### src/include/cnpr_pkg.sv
// Constants for the copper next-page register bank.
// Assumes a 16-bit register view placed in the low half of a 32-bit bus word.
package cnpr_pkg;
  // ****************************************
  // Register indices (byte address = 4 * index)
  // ****************************************
  localparam logic [3:0] IDX_EXP = 4'h6;
  localparam logic [3:0] IDX_NP_TX = 4'h7;
  localparam logic [3:0] IDX_LP_NP = 4'h8;
  localparam logic [3:0] IDX_GIG = 4'h9;
  localparam int ADDR_W = 6;

  // ****************************************
  // Expansion register fields
  // ****************************************
  localparam int EXP_PD_FAULT = 4;
  localparam int EXP_LP_NP_ABLE = 3;
  localparam int EXP_LOCAL_NP = 2;
  localparam int EXP_PAGE_RCVD = 1;
  localparam int EXP_LP_AN_ABLE = 0;
  localparam logic EXP_LOCAL_NP_RST = 1'h1;

  // ****************************************
  // Next page transmit fields
  // ****************************************
  localparam int NP_ACK = 14;
  localparam int NP_TOGGLE = 11;
  localparam logic [15:0] NP_WR_MASK = 16'hB7FF;
  localparam logic [15:0] NP_TX_RST = 16'h2001;
  localparam logic [15:0] LP_NP_RST = 16'h0000;

  // ****************************************
  // Gigabit control fields
  // ****************************************
  localparam int GIG_TM_LSB = 13;
  localparam int GIG_MANUAL = 12;
  localparam int GIG_MASTER = 11;
  localparam int GIG_PORT_TYPE = 10;
  localparam int GIG_ADV_FD = 9;
  localparam int GIG_ADV_HD = 8;
  localparam logic [4:0] GIG_UPD_RST = 5'h03;
  localparam logic [7:0] GIG_RES_RST = 8'h00;

  typedef enum logic [2:0] {
    CNPR_TM_NORMAL = 3'h0,
    CNPR_TM_WAVEFORM = 3'h1,
    CNPR_TM_MASTER_JITTER = 3'h2,
    CNPR_TM_SLAVE_JITTER = 3'h3,
    CNPR_TM_DISTORTION = 3'h4,
    CNPR_TM_RSVD5 = 3'h5,
    CNPR_TM_RSVD6 = 3'h6,
    CNPR_TM_RSVD7 = 3'h7
  } cnpr_test_mode_t;
endpackage : cnpr_pkg

### src/verilog/cnpr_regs.sv
// Copper auto-negotiation expansion, next page and gigabit control registers.
// Assumes an Avalon-MM master and an auto-negotiation engine on core_clk_i.
//
// Functional notes
// - Expansion bits 15:5 read zero and ignore writes.
// - Parallel detection fault sets a latched-high expansion bit 4.
// - Latched-high bits clear when software reads their register.
// - Expansion bit 3 shows link partner next-page ability.
// - Expansion bit 2 reads one: local device is next-page able.
// - New received page sets latched-high expansion bit 1.
// - Expansion bit 0 shows link partner auto-negotiation ability.
// - Any write to next page transmit signals page loaded, except in a cycle with link failure or software reset.
// - Copper link failure resets the next page transmit register.
// - Transmit register is outgoing code word; bits 14, 11 read-only.
// - Received next page stored bit for bit, read-only, reset zero.
// - Test modes 2 and 3 take transmit clock from receive clock.
// - Auto-negotiation restart clears test mode to normal.
// - Master/slave and advertise writes act only on update events.
// - Bit 12 set selects manual master/slave, clear selects automatic.
// - Manual selection: bit 11 set master, clear slave.
// - Port type preference ignored under manual selection.
// - Automatic: port type one prefers master, zero prefers slave.
// - Bits 9 and 8 advertise gigabit full and half duplex.
`timescale 1ns/1ns
module cnpr_regs (
  input wire logic core_clk_i,
  input wire logic resetn_i,
  input wire logic [5:0] avs_address_i,
  input wire logic avs_read_i,
  input wire logic avs_write_i,
  input wire logic [31:0] avs_writedata_i,
  input wire logic [3:0] avs_byteenable_i,
  output logic [31:0] avs_readdata_o,
  output logic avs_waitrequest_o,
  input wire logic sw_reset_i,
  input wire logic an_restart_i,
  input wire logic power_up_i,
  input wire logic link_down_i,
  input wire logic pd_fault_i,
  input wire logic page_rcvd_i,
  input wire logic [15:0] rx_page_i,
  input wire logic lp_np_able_i,
  input wire logic lp_an_able_i,
  input wire logic page_ack_i,
  input wire logic page_sent_i,
  output logic [15:0] tx_page_o,
  output logic np_loaded_o,
  output logic [2:0] test_mode_o,
  output logic [3:0] test_sel_o,
  output logic tx_clk_from_rx_o,
  output logic ms_manual_o,
  output logic ms_master_o,
  output logic ms_prefer_master_o,
  output logic adv_1000fd_o,
  output logic adv_1000hd_o
);
  // ****************************************
  // State
  // ****************************************
  typedef struct packed {
    logic ack;
    logic [15:0] rdata;
    logic pd_fault;
    logic page_rcvd;
    logic [15:0] np_tx;
    logic toggle;
    logic np_loaded;
    logic [15:0] lp_np;
    logic [2:0] test_mode;
    logic [4:0] gig_shadow;
    logic [7:0] gig_res;
    logic [4:0] gig_active;
  } cnpr_state_t;

  localparam cnpr_state_t ST_RST = '{
    ack: 1'b0,
    rdata: 16'h0000,
    pd_fault: 1'b0,
    page_rcvd: 1'b0,
    np_tx: cnpr_pkg::NP_TX_RST,
    toggle: 1'b0,
    np_loaded: 1'b0,
    lp_np: cnpr_pkg::LP_NP_RST,
    test_mode: cnpr_pkg::CNPR_TM_NORMAL,
    gig_shadow: cnpr_pkg::GIG_UPD_RST,
    gig_res: cnpr_pkg::GIG_RES_RST,
    gig_active: cnpr_pkg::GIG_UPD_RST
  };

  cnpr_state_t st;
  cnpr_state_t next_st;

  // ****************************************
  // Helpers
  // ****************************************
  // Map a byte address to a register index; unmapped gives zero
  function automatic logic [3:0] cnpr_index(input logic [5:0] addr);
    logic [3:0] idx;
    idx = addr[5:2];
    if (addr[1:0] != 2'h0 || idx < cnpr_pkg::IDX_EXP || idx > cnpr_pkg::IDX_GIG)
    begin
      idx = 4'h0;
    end
    return idx;
  endfunction : cnpr_index

  // One-hot test selection; reserved codes behave as normal operation
  function automatic logic [3:0] cnpr_test_decode(input logic [2:0] code);
    logic [3:0] sel;
    sel = 4'h0;
    unique case (cnpr_pkg::cnpr_test_mode_t'(code))
      cnpr_pkg::CNPR_TM_WAVEFORM: sel = 4'h1;
      cnpr_pkg::CNPR_TM_MASTER_JITTER: sel = 4'h2;
      cnpr_pkg::CNPR_TM_SLAVE_JITTER: sel = 4'h4;
      cnpr_pkg::CNPR_TM_DISTORTION: sel = 4'h8;
      cnpr_pkg::CNPR_TM_NORMAL, cnpr_pkg::CNPR_TM_RSVD5,
      cnpr_pkg::CNPR_TM_RSVD6, cnpr_pkg::CNPR_TM_RSVD7: sel = 4'h0;
    endcase
    return sel;
  endfunction : cnpr_test_decode

  logic [3:0] idx;
  logic rd_done;
  logic wr_done;
  logic [15:0] wmask;
  logic [15:0] wdata;
  logic upd_evt;
  logic [15:0] exp_view;
  logic [15:0] np_view;
  logic [15:0] gig_view;

  // Bus decode; a request completes in the cycle that ack is high
  assign idx = cnpr_index(avs_address_i);
  assign rd_done = avs_read_i & st.ack;
  assign wr_done = avs_write_i & st.ack;
  assign wmask = {{8{avs_byteenable_i[1]}}, {8{avs_byteenable_i[0]}}};
  assign wdata = avs_writedata_i[15:0];
  assign upd_evt = sw_reset_i | an_restart_i | power_up_i | link_down_i;

  // Register views as software sees them
  assign exp_view = {11'h000, st.pd_fault, lp_np_able_i, cnpr_pkg::EXP_LOCAL_NP_RST,
                     st.page_rcvd, lp_an_able_i};
  assign np_view = {st.np_tx[15], page_ack_i, st.np_tx[13:12], st.toggle,
                    st.np_tx[10:0]};
  assign gig_view = {st.test_mode, st.gig_shadow, st.gig_res};

  // ****************************************
  // Next state
  // ****************************************
  always_comb
  begin
    next_st = st;
    // Wait state: one cycle to snapshot read data, then release
    next_st.ack = (avs_read_i | avs_write_i) & ~st.ack;
    if ((avs_read_i & ~st.ack) == 1'b1)
    begin
      unique case (idx)
        cnpr_pkg::IDX_EXP: next_st.rdata = exp_view;
        cnpr_pkg::IDX_NP_TX: next_st.rdata = np_view;
        cnpr_pkg::IDX_LP_NP: next_st.rdata = st.lp_np;
        cnpr_pkg::IDX_GIG: next_st.rdata = gig_view;
        default: next_st.rdata = 16'h0000;
      endcase
    end
    // Clear only what the read reported, so an event after the snapshot survives
    if (rd_done && idx == cnpr_pkg::IDX_EXP)
    begin
      next_st.pd_fault = st.pd_fault & ~st.rdata[cnpr_pkg::EXP_PD_FAULT];
      next_st.page_rcvd = st.page_rcvd & ~st.rdata[cnpr_pkg::EXP_PAGE_RCVD];
    end
    // Software writes; the expansion and partner registers take none
    next_st.np_loaded = 1'b0;
    if (wr_done && idx == cnpr_pkg::IDX_NP_TX)
    begin
      next_st.np_tx = (st.np_tx & ~(wmask & cnpr_pkg::NP_WR_MASK)) |
                      (wdata & wmask & cnpr_pkg::NP_WR_MASK);
      next_st.np_loaded = 1'b1;
    end
    if (wr_done && idx == cnpr_pkg::IDX_GIG)
    begin
      if (avs_byteenable_i[1])
      begin
        next_st.test_mode = wdata[15:13];
        next_st.gig_shadow = wdata[12:8];
      end
      if (avs_byteenable_i[0])
      begin
        next_st.gig_res = wdata[7:0];
      end
    end
    // Toggle flips per page sent; acknowledge comes from the engine
    if (page_sent_i)
    begin
      next_st.toggle = ~st.toggle;
    end
    // Received page is stored as is
    if (page_rcvd_i)
    begin
      next_st.lp_np = rx_page_i;
    end
    // Restart forces normal operation, even over a write in the same cycle
    if (an_restart_i)
    begin
      next_st.test_mode = cnpr_pkg::CNPR_TM_NORMAL;
    end
    // Link failure and software reset empty the outgoing page
    if (link_down_i | sw_reset_i)
    begin
      next_st.np_tx = cnpr_pkg::NP_TX_RST;
      next_st.toggle = 1'b0;
      next_st.np_loaded = 1'b0;
    end
    if (sw_reset_i)
    begin
      next_st.lp_np = cnpr_pkg::LP_NP_RST;
      next_st.pd_fault = 1'b0;
      next_st.page_rcvd = 1'b0;
    end
    // Deferred bits: the newest software value becomes active on an event
    if (upd_evt)
    begin
      next_st.gig_active = next_st.gig_shadow;
    end
    // Hardware events win over a read clear in the same cycle
    if (pd_fault_i)
    begin
      next_st.pd_fault = 1'b1;
    end
    if (page_rcvd_i)
    begin
      next_st.page_rcvd = 1'b1;
    end
  end

  // Synchronous active-low reset loads hardware defaults
  always_ff @(posedge core_clk_i)
  begin
    if (!resetn_i)
    begin
      st <= ST_RST;
    end
    else
    begin
      st <= next_st;
    end
  end

  // ****************************************
  // Outputs
  // ****************************************
  // Waitrequest is combinational so the first cycle of a request stalls
  assign avs_waitrequest_o = (avs_read_i | avs_write_i) & ~st.ack;
  assign avs_readdata_o = {16'h0000, st.rdata};
  assign tx_page_o = np_view;
  assign np_loaded_o = st.np_loaded;
  assign test_mode_o = st.test_mode;
  assign test_sel_o = cnpr_test_decode(st.test_mode);
  assign tx_clk_from_rx_o = test_sel_o[1] | test_sel_o[2];
  // Active copy bits: [4] manual, [3] master value, [2] port type, [1] fd, [0] hd
  assign ms_manual_o = st.gig_active[4];
  assign ms_master_o = st.gig_active[4] & st.gig_active[3];
  assign ms_prefer_master_o = ~st.gig_active[4] & st.gig_active[2];
  assign adv_1000fd_o = st.gig_active[1];
  assign adv_1000hd_o = st.gig_active[0];
endmodule : cnpr_regs
### config.mk
export PLATFORM = sky130hd
export DESIGN_NAME = cnpr_regs
export DESIGN_NICKNAME = d
export VERILOG_FILES = /design/src/include/cnpr_pkg.sv /design/src/verilog/cnpr_regs.sv
export SDC_FILE = /design/constraint.sdc
export NUM_CORES = 1
export LEC_CHECK = 0
export ABC_AREA = 0
export BUFFER_PORTS_ARGS = -buffer_cell sky130_fd_sc_hd__clkbuf_2
export CAP_MARGIN = 25
export CELL_PAD_IN_SITES_DETAIL_PLACEMENT = 1
export CELL_PAD_IN_SITES_GLOBAL_PLACEMENT = 2
export CORE_ASPECT_RATIO = 1.5
export CORE_MARGIN = 2
export CORE_UTILIZATION = 30
export DETAILED_ROUTE_END_ITERATION = 10
export GPL_ROUTABILITY_DRIVEN = 0
export PLACE_DENSITY_LB_ADDON = 0.1
export REMOVE_ABC_BUFFERS = 1
export SYNTH_ARGS = -nofsm -noshare
export SYNTH_HDL_FRONTEND = slang
export SYNTH_SLANG_ARGS = --single-unit
### constraint.sdc
create_clock -name core_clk_i -period 3 [get_ports core_clk_i]
set_clock_uncertainty 0.05 [all_clocks]
set_input_delay 0.15 -clock core_clk_i [delete_from_list [all_inputs] [get_ports core_clk_i]]
set_output_delay 0.15 -clock core_clk_i [all_outputs]
set_load 0.005 [all_outputs]
# Yosys cells after proc, flatten, opt, wreduce, memory -nomap -nowiden
# Memories as Yosys holds them, arrays and structs flattened. A register that Yosys moved wholly into a read port is not among the register bits.
# Index checks and enable logic that the tools add are counted.
# op_classes
magnitude_cmp	2
n_eq_ne	4
n_mux	12
n_bitwise	24
reduce_logical	13
# op_table
operator	count
case mux 16 bit (4 select lines)	1
AND 16 bit	2
inverter 16 bit	1
OR 16 bit	1
2-to-1 mux 13 bit	1
AND 1 bit	8
== test 4 x 3 -> 1 bit, second input constant	2
== test 4 bit, second input constant	2
2-to-1 mux 8 bit	1
2-to-1 mux 3 bit	2
inverter 1 bit	6
OR 1 bit	6
nonzero test 3 bit	2
OR reduction 2 bit	3
2-to-1 mux 5 bit	1
> comparator 4 bit, second input constant	1
< comparator 4 x 3 -> 1 bit, second input constant	1
2-to-1 mux 2 bit	2
2-to-1 mux 4 bit	1
AND reduction 2 bit	2
logical AND 1 bit	3
2-to-1 mux 1 bit	3
logical OR 1 bit	2
nonzero test 2 bit	1
# word_totals
regBits	74
rom_bits	32
inputBits	72
wordCells	68
memories	1
# memory_table
memory	depth	word_bits	rd	rd_clocked_by_memory_dff	wr	line_no	text
(no name shown)	8	4	1	1	0	cnpr_regs.sv:111	unique case (cnpr_pkg::cnpr_test_mode_t'(code))

# Depth between registers and ports, before layout
# Gate-level depths: netlist of the first run.
# depth
word_depth	9
ltp_mapped	6

# Worst setup path after synthesis of the first run
# No wires, ideal clock.
# synth_path
kind	register -> register
from	register st[73] (netlist bit)
to	register, netlist name test_sel_o[0]
setup_ps	122
arrival_ps	1400
required_time_ps	2828
path_slack_ps	1428
stages_incl_launch_ff	6
cell_sequence	dfxtp_1 and4_4 and3_1 buf_2 mux2_4 nor3b_1
# synth_between
elab_chain_cells	5
# synth_rtl
item	line_no	text
start, declared	cnpr_regs.sv:90	cnpr_state_t st;
start signal, assigned	cnpr_regs.sv:244	st <= next_st;
AND 1 bit	cnpr_regs.sv:135	assign wr_done = avs_write_i & st.ack;
logical AND 1 bit	cnpr_regs.sv:179	if (wr_done && idx == cnpr_pkg::IDX_GIG)
AND reduction 2 bit (no line)	-	
2-to-1 mux 3 bit (no line) (2 in series)	-	
# No other way between the ends.
# A chain may end at the register's enable or synchronous reset.

==> flow_summary_export.csv, run 1 <==
group,metric,value,unit
global_route,grt_usage,0.164,
yosys,ys_warn_count,0,
final_layout,area_growth,18.3,%
route,ant_nets,0,
place,io_buffer_count,100,
sta,max_slew_margin,0.517,
global_route,grt_max_degree,18,
yosys,synth_top_family_by_area,"simple AND/OR/NAND/NOR gates",
run_status,outcome,"finished clean",
power,power.switching,0.511,mW
clock_network,cts_max_level,3,
clock_network,clkSinkCount,76,
critical_path,required,3.14,ns
yosys,async_flop_share,0,
clock_network,cts_buffers,9,
place,dpl-instance-area,3880,um2
global_route,grt_pass1_wl,15500,um
sta,fin_crit_sh,0.607,
final_layout,antennaDiodeCount,0,
critical_path,worstSetupPathType,"register to register",
floorplanning,dieArea,12700,um2
yosys,yosys.area.top_type,"dfxtp_1",
floorplanning,die_h,137,um
critical_path,crit_arrival,1.96,ns
floorplanning,io_pins,135,
yosys,synth_most_common_cell,"dfxtp_1",
clock_network,clkLatencyLatePin,0.33,ns
route,vias,2901,
yosys,synthCells,386,
yosys,synth-compound-area-share,0.108,
yosys,yosysTopAreaCellShare,0.429,
place,hpwl,7640,um
sta,max_freq,550,MHz
sta,tightest_slew,0.725,ns
yosys,synth.area.top_cells,"dfxtp_1, mux2i_1, buf_4",
sta,whs,0.00851,ns
clock_network,clockBufferDepth,2,
critical_path,worstPathCellList,"nand4_1, nor3_4, mux2i_1, nor2_1",
route,drt_iter0_drc,56,
yosys,synth_xor_xnor_area_share,0.00247,
yosys,synth_top_cells_by_count,"dfxtp_1, buf_4, nor2_1, mux2i_1, nand2_1",
final_layout,stdcell_area,4190,um2
critical_path,reg2reg_setup_slack,1.18,ns
power,fin_total_pwr,2.23,mW
power,p_seq_frac,0.461,
power,switching_share,0.229,
power,p_int,1.72,mW
run,cap_violations,0,
clock_network,cts_root_buffer,"clkbuf_16",
floorplanning,initial_core_util,0.307,
global_route,grt_pass1_vias,2873,
floorplanning,core-area,11500,um2
global_route,overflow,0,
critical_path,setup.worst_path.start_class,"register",
yosys,yosysSeqAreaShare,0.429,
yosys,yosys.area_share.simple,0.190,
sta,hold_viol,0,
sta,rsz0062_at_grt,"false",
power,p_comb_frac,0.066,
floorplanning,die_width,92.7,um
yosys,synth_area_per_cell,9.18,um2
yosys,synth_edf_count,0,
power,power.leakage,1.76,nW
route,dr.pass1.iters,4,
power,p_per_area,532,nW/um2
yosys,synthMuxAreaShare,0.123,
sta,setup_tns,0,ns
global_route,antenna_found_initial,0,
yosys,synthesis.area,3540,um2
critical_path,worstPathMaxFanout,8,
sta,maxSlewViolCount,0,
route,wirelength,10200,um
final_layout,drive_gt1_frac,0.287,
route,drc,0,
final_layout,fin_nets,524,
clock_network,clkTransAtPathRegs,0.06,ns
critical_path,max_stage_delay,0.57,ns
critical_path,cp_slowest_cell,"nor3_4",
sta,layout_min_cycle_time,1.82,ns
yosys,synth_seq_cells,76,
yosys,synth.distinct_cells,45,
power,peakVddDrop,294,uV
worst_hold_path,hold_path_class,"primary input to register",
route,wl_per_cell,16.9,um
power,clkPwrFrac,0.472,
floorplanning,num_rows,48,
critical_path,end_kind,"register",
sta,final-setup-viol-count,0,
yosys,synthFlopType,"dfxtp_1",
clock_network,post-cts-setup-buffers,0,
yosys,synth_fa_ha_area_frac,0,
route,vias_per_cell,4.79,
clock_network,cts_tree,"done",
-- repair_timing --
item / in CTS / in global routing
gates resized for setup: 0 / 0
endpoints found under the hold margin: 3 / 0
hold buffers: 3 / 0
-- routing by layer --
| layer | up-vias | wire length (um) | track usage |
|---|---|---|---|
| met4 | 0 | 234 | 0.0752 |
| met3 | 14 | 430 | 0.0253 |
| met5 | - | 0 | 0 |
| met1 | 1399 | 4110 | 0.183 |
| li1 | 1404 | - | - |
| met2 | 84 | 5440 | 0.305 |
-- through the flow --
stage	utilization	setup WS [ns]	cells
floorplan	-	1.42	330
global placement	0.336	1.12	588
detailed placement	0.336	1.06	588
CTS	0.363	1.13	606
global route	0.363	1.03	606
finish	0.363	1.18	606
-- placed cells by master (no fill, tap or decap), types with 2 or more instances in the layout --
cell	instances
nor3b_2	2
a22oi_1	11
and2_1	3
clkbuf_16	9
clkinv_2	3
or2_1	2
and3_1	3
nand4_1	2
nand3_1	18
o21ai_0	4
clkbuf_2	100
dfxtp_1	76
a31oi_1	7
a221o_1	4
mux2i_1	42
or3_1	2
o21a_1	2
nand2_1	22
a21oi_1	6
nand2b_1	5
dlygate4sd3_1	3
conb_1	16
nor3_1	6
buf_4	8
a41oi_1	2
o221ai_1	11
nor2_1	48
nor3_4	2
nor2b_1	4
inv_1	13
-- kinds of logic (layout without fill, tap and decap cells) --
kind of cell | count (synthesis) | after routing
DFF | 76 | 76
xor gates and xnor gates | 1 | 1
muxes | 43 | 43
other | 1 | 16
AOI/OAI and AO/OA | 51 | 51
buffers and inverters | 84 | 139
and+or+nand+nor | 130 | 130
-- path summary, 6_finish.rpt --
| path | start | endpoint | depth (start not counted) |
|---|---|---|---|
| min reg2reg | avs_readdata_o[11]$_SDFFE_PN0P_ | avs_readdata_o[11]$_SDFFE_PN0P_ | 2 |
| max | st[73]$_SDFF_PN0_ | register | 4 |
| min | rx_page_i[3] | st[24]$_SDFFE_PP0P_ | 3 |
| max reg2reg | st[73]$_SDFF_PN0_ | register | 4 |
-- power groups by stage --
stage,clock network (mW),logic (mW),registers [mW]
finish,1.05,0.148,1.03
global route,1.13,0.166,1.03
CTS,1.09,0.152,1.03
detailed placement,0,0.149,1.05
global placement,0,0.148,1.05
floorplan,0,0.0616,1.05
-- worst max-delay path: cells and delay by family, from the launching register on --
kind | cells | cell delay (ns)
AND/OR/NAND/NOR | 3 | 0.90
flip-flops | 1 | 0.46
multiplexers | 1 | 0.26
-- final cells by class --
class | count | area, um2
clock inverters | 5 | 53.8
clock buffers | 10 | 229
inverters | 13 | 48.8
fillers | 1410 | 7340
well taps | 150 | 188
flip-flops and latches | 76 | 1520
multi-input cells | 241 | 1560
repair buffers | 111 | 591
Note: power is estimated with default switching activity, not from simulation.
==> run 2, diff against run 1 <==
- CORE_UTILIZATION: 30 -> 28
- clock period: 3 -> 1.8 ns (I/O delays scaled with it)
==> flow_summary_export.csv, run 2 (same netlist as run 1, synthesis figures left out) <==
group,metric,value,unit
power,clkPwrFrac,0.492,
power,power.switching,0.888,mW
place,dpl-instance-area,4000,um2
sta,final-setup-viol-count,0,
route,vias,3054,
clock_network,cts_root_buffer,"clkbuf_16",
power,p_int,3.11,mW
critical_path,required,1.96,ns
run,cap_violations,0,
place,hpwl,8140,um
clock_network,clkTransAtPathRegs,0.06,ns
global_route,grt_pass1_wl,17200,um
critical_path,crit_arrival,1.80,ns
sta,whs,0.00407,ns
global_route,antenna_found_initial,0,
run_status,outcome,"finished clean",
power,switching_share,0.222,
final_layout,area_growth,31.3,%
sta,maxSlewViolCount,0,
place,io_buffer_count,100,
clock_network,cts_max_level,3,
route,wl_per_cell,16.8,um
final_layout,fin_nets,566,
critical_path,end_kind,"register",
floorplanning,die_h,142,um
critical_path,max_stage_delay,0.43,ns
critical_path,setup.worst_path.start_class,"register",
power,peakVddDrop,417,uV
final_layout,final_core_util,0.374,
clock_network,clkLatencyLatePin,0.34,ns
final_layout,antennaDiodeCount,0,
critical_path,worstPathCellList,"and4_4, and3_1, mux2i_1, nor2_1",
route,drt_iter0_drc,91,
route,dr.pass1.iters,4,
sta,layout_min_cycle_time,1.64,ns
power,p_comb_frac,0.079,
floorplanning,core-area,12400,um2
clock_network,post-cts-setup-buffers,0,
route,wirelength,11000,um
sta,setup_tns,0,ns
global_route,grt_usage,0.170,
clock_network,clkSinkCount,76,
clock_network,clockBufferDepth,2,
critical_path,worstSetupPathType,"register to register",
sta,max_slew_margin,0.577,
sta,tightest_slew,0.635,ns
clock_network,cts_buffers,9,
power,power.leakage,1.96,nW
global_route,grt_max_degree,18,
final_layout,fin_cells,655,
final_layout,final_common_cell,"clkbuf_2",
global_route,overflow,0,
worst_hold_path,min-delay-start,"avs_writedata_i[13]",
critical_path,crit_family,"simple AND/OR/NAND/NOR gates",
sta,max_freq,610,MHz
global_route,grt_pass1_vias,3205,
power,p_seq_frac,0.429,
clock_network,cts_tree,"done",
worst_hold_path,hold_path_class,"primary input to register",
final_layout,layout_common_cells,"clkbuf_2, dfxtp_1, nor2_1",
floorplanning,initial_core_util,0.285,
sta,fin_crit_sh,0.910,
critical_path,cp_slowest_cell,"and3_1",
power,fin_total_pwr,3.99,mW
floorplanning,dieArea,13600,um2
route,ant_nets,0,
place,dp.cells,606,
critical_path,worstPathMaxFanout,6,
final_layout,stdcell_area,4650,um2
final_layout,drive_gt1_frac,0.287,
place,dpl_worst_slack,0.155,ns
critical_path,cp-startpoint,"st[73]$_SDFF_PN0_",
floorplanning,num_rows,50,
critical_path,path_buf_inv,0,
route,vias_per_cell,4.66,
sta,hold_viol,0,
floorplanning,io_pins,135,
route,drc,0,
sta,setup_ws,0.162,ns
sta,rsz0062_at_grt,"false",
critical_path,r2r-start,"st[73]$_SDFF_PN0_",
power,p_per_area,859,nW/um2
floorplanning,die_width,95.9,um
[run 2: what timing repair did]
action | in CTS | in global routing
endpoints found under the hold margin | 40 | 0
gates resized for setup | 0 | 0
hold buffers | 33 | 0
[run 2: worst register-to-register path: stages, from the launching register on]
cell     delay (ns)
dfxtp_1        0.39
and4_4         0.29
and3_1         0.44
mux2i_1        0.29
nor2_1         0.06
[run 2: power groups by stage]
| stage | Combinational [mW] | Clock [mW] | Sequential [mW] |
|---|---|---|---|
| after CTS | 0.323 | 2.01 | 1.71 |
| after floorplan | 0.103 | 0 | 1.75 |
| after global routing | 0.353 | 2.07 | 1.71 |
| after detailed placement | 0.266 | 0 | 1.75 |
| after global placement | 0.264 | 0 | 1.75 |
| final | 0.316 | 1.97 | 1.71 |
[run 2: area by class of cell]
class / count / area [um2]
clock buffers: 12 / 246
clock inverters: 4 / 72.6
fillers: 1502 / 7800
inverters: 13 / 48.8
multi-input cells: 241 / 1560
flip-flops and latches: 76 / 1520
well taps: 156 / 195
repair buffers: 153 / 1010
[run 2: path summary, 6_finish.rpt]
path / endpoint / slack, ns / cells after the start
min: test_mode_o[0]$_SDFFE_PP0N_ / 0.004 / 3
max: register / 0.16 / 4
min reg2reg: avs_readdata_o[14]$_SDFFE_PN0P_ / 0.41 / 2
max reg2reg: register / 0.16 / 4
[run 2: layer usage]
layer,track usage,wire [um]
met1,0.180,4230
met2,0.322,6100
met3,0.0266,399
met4,0.0752,261
met5,0,0
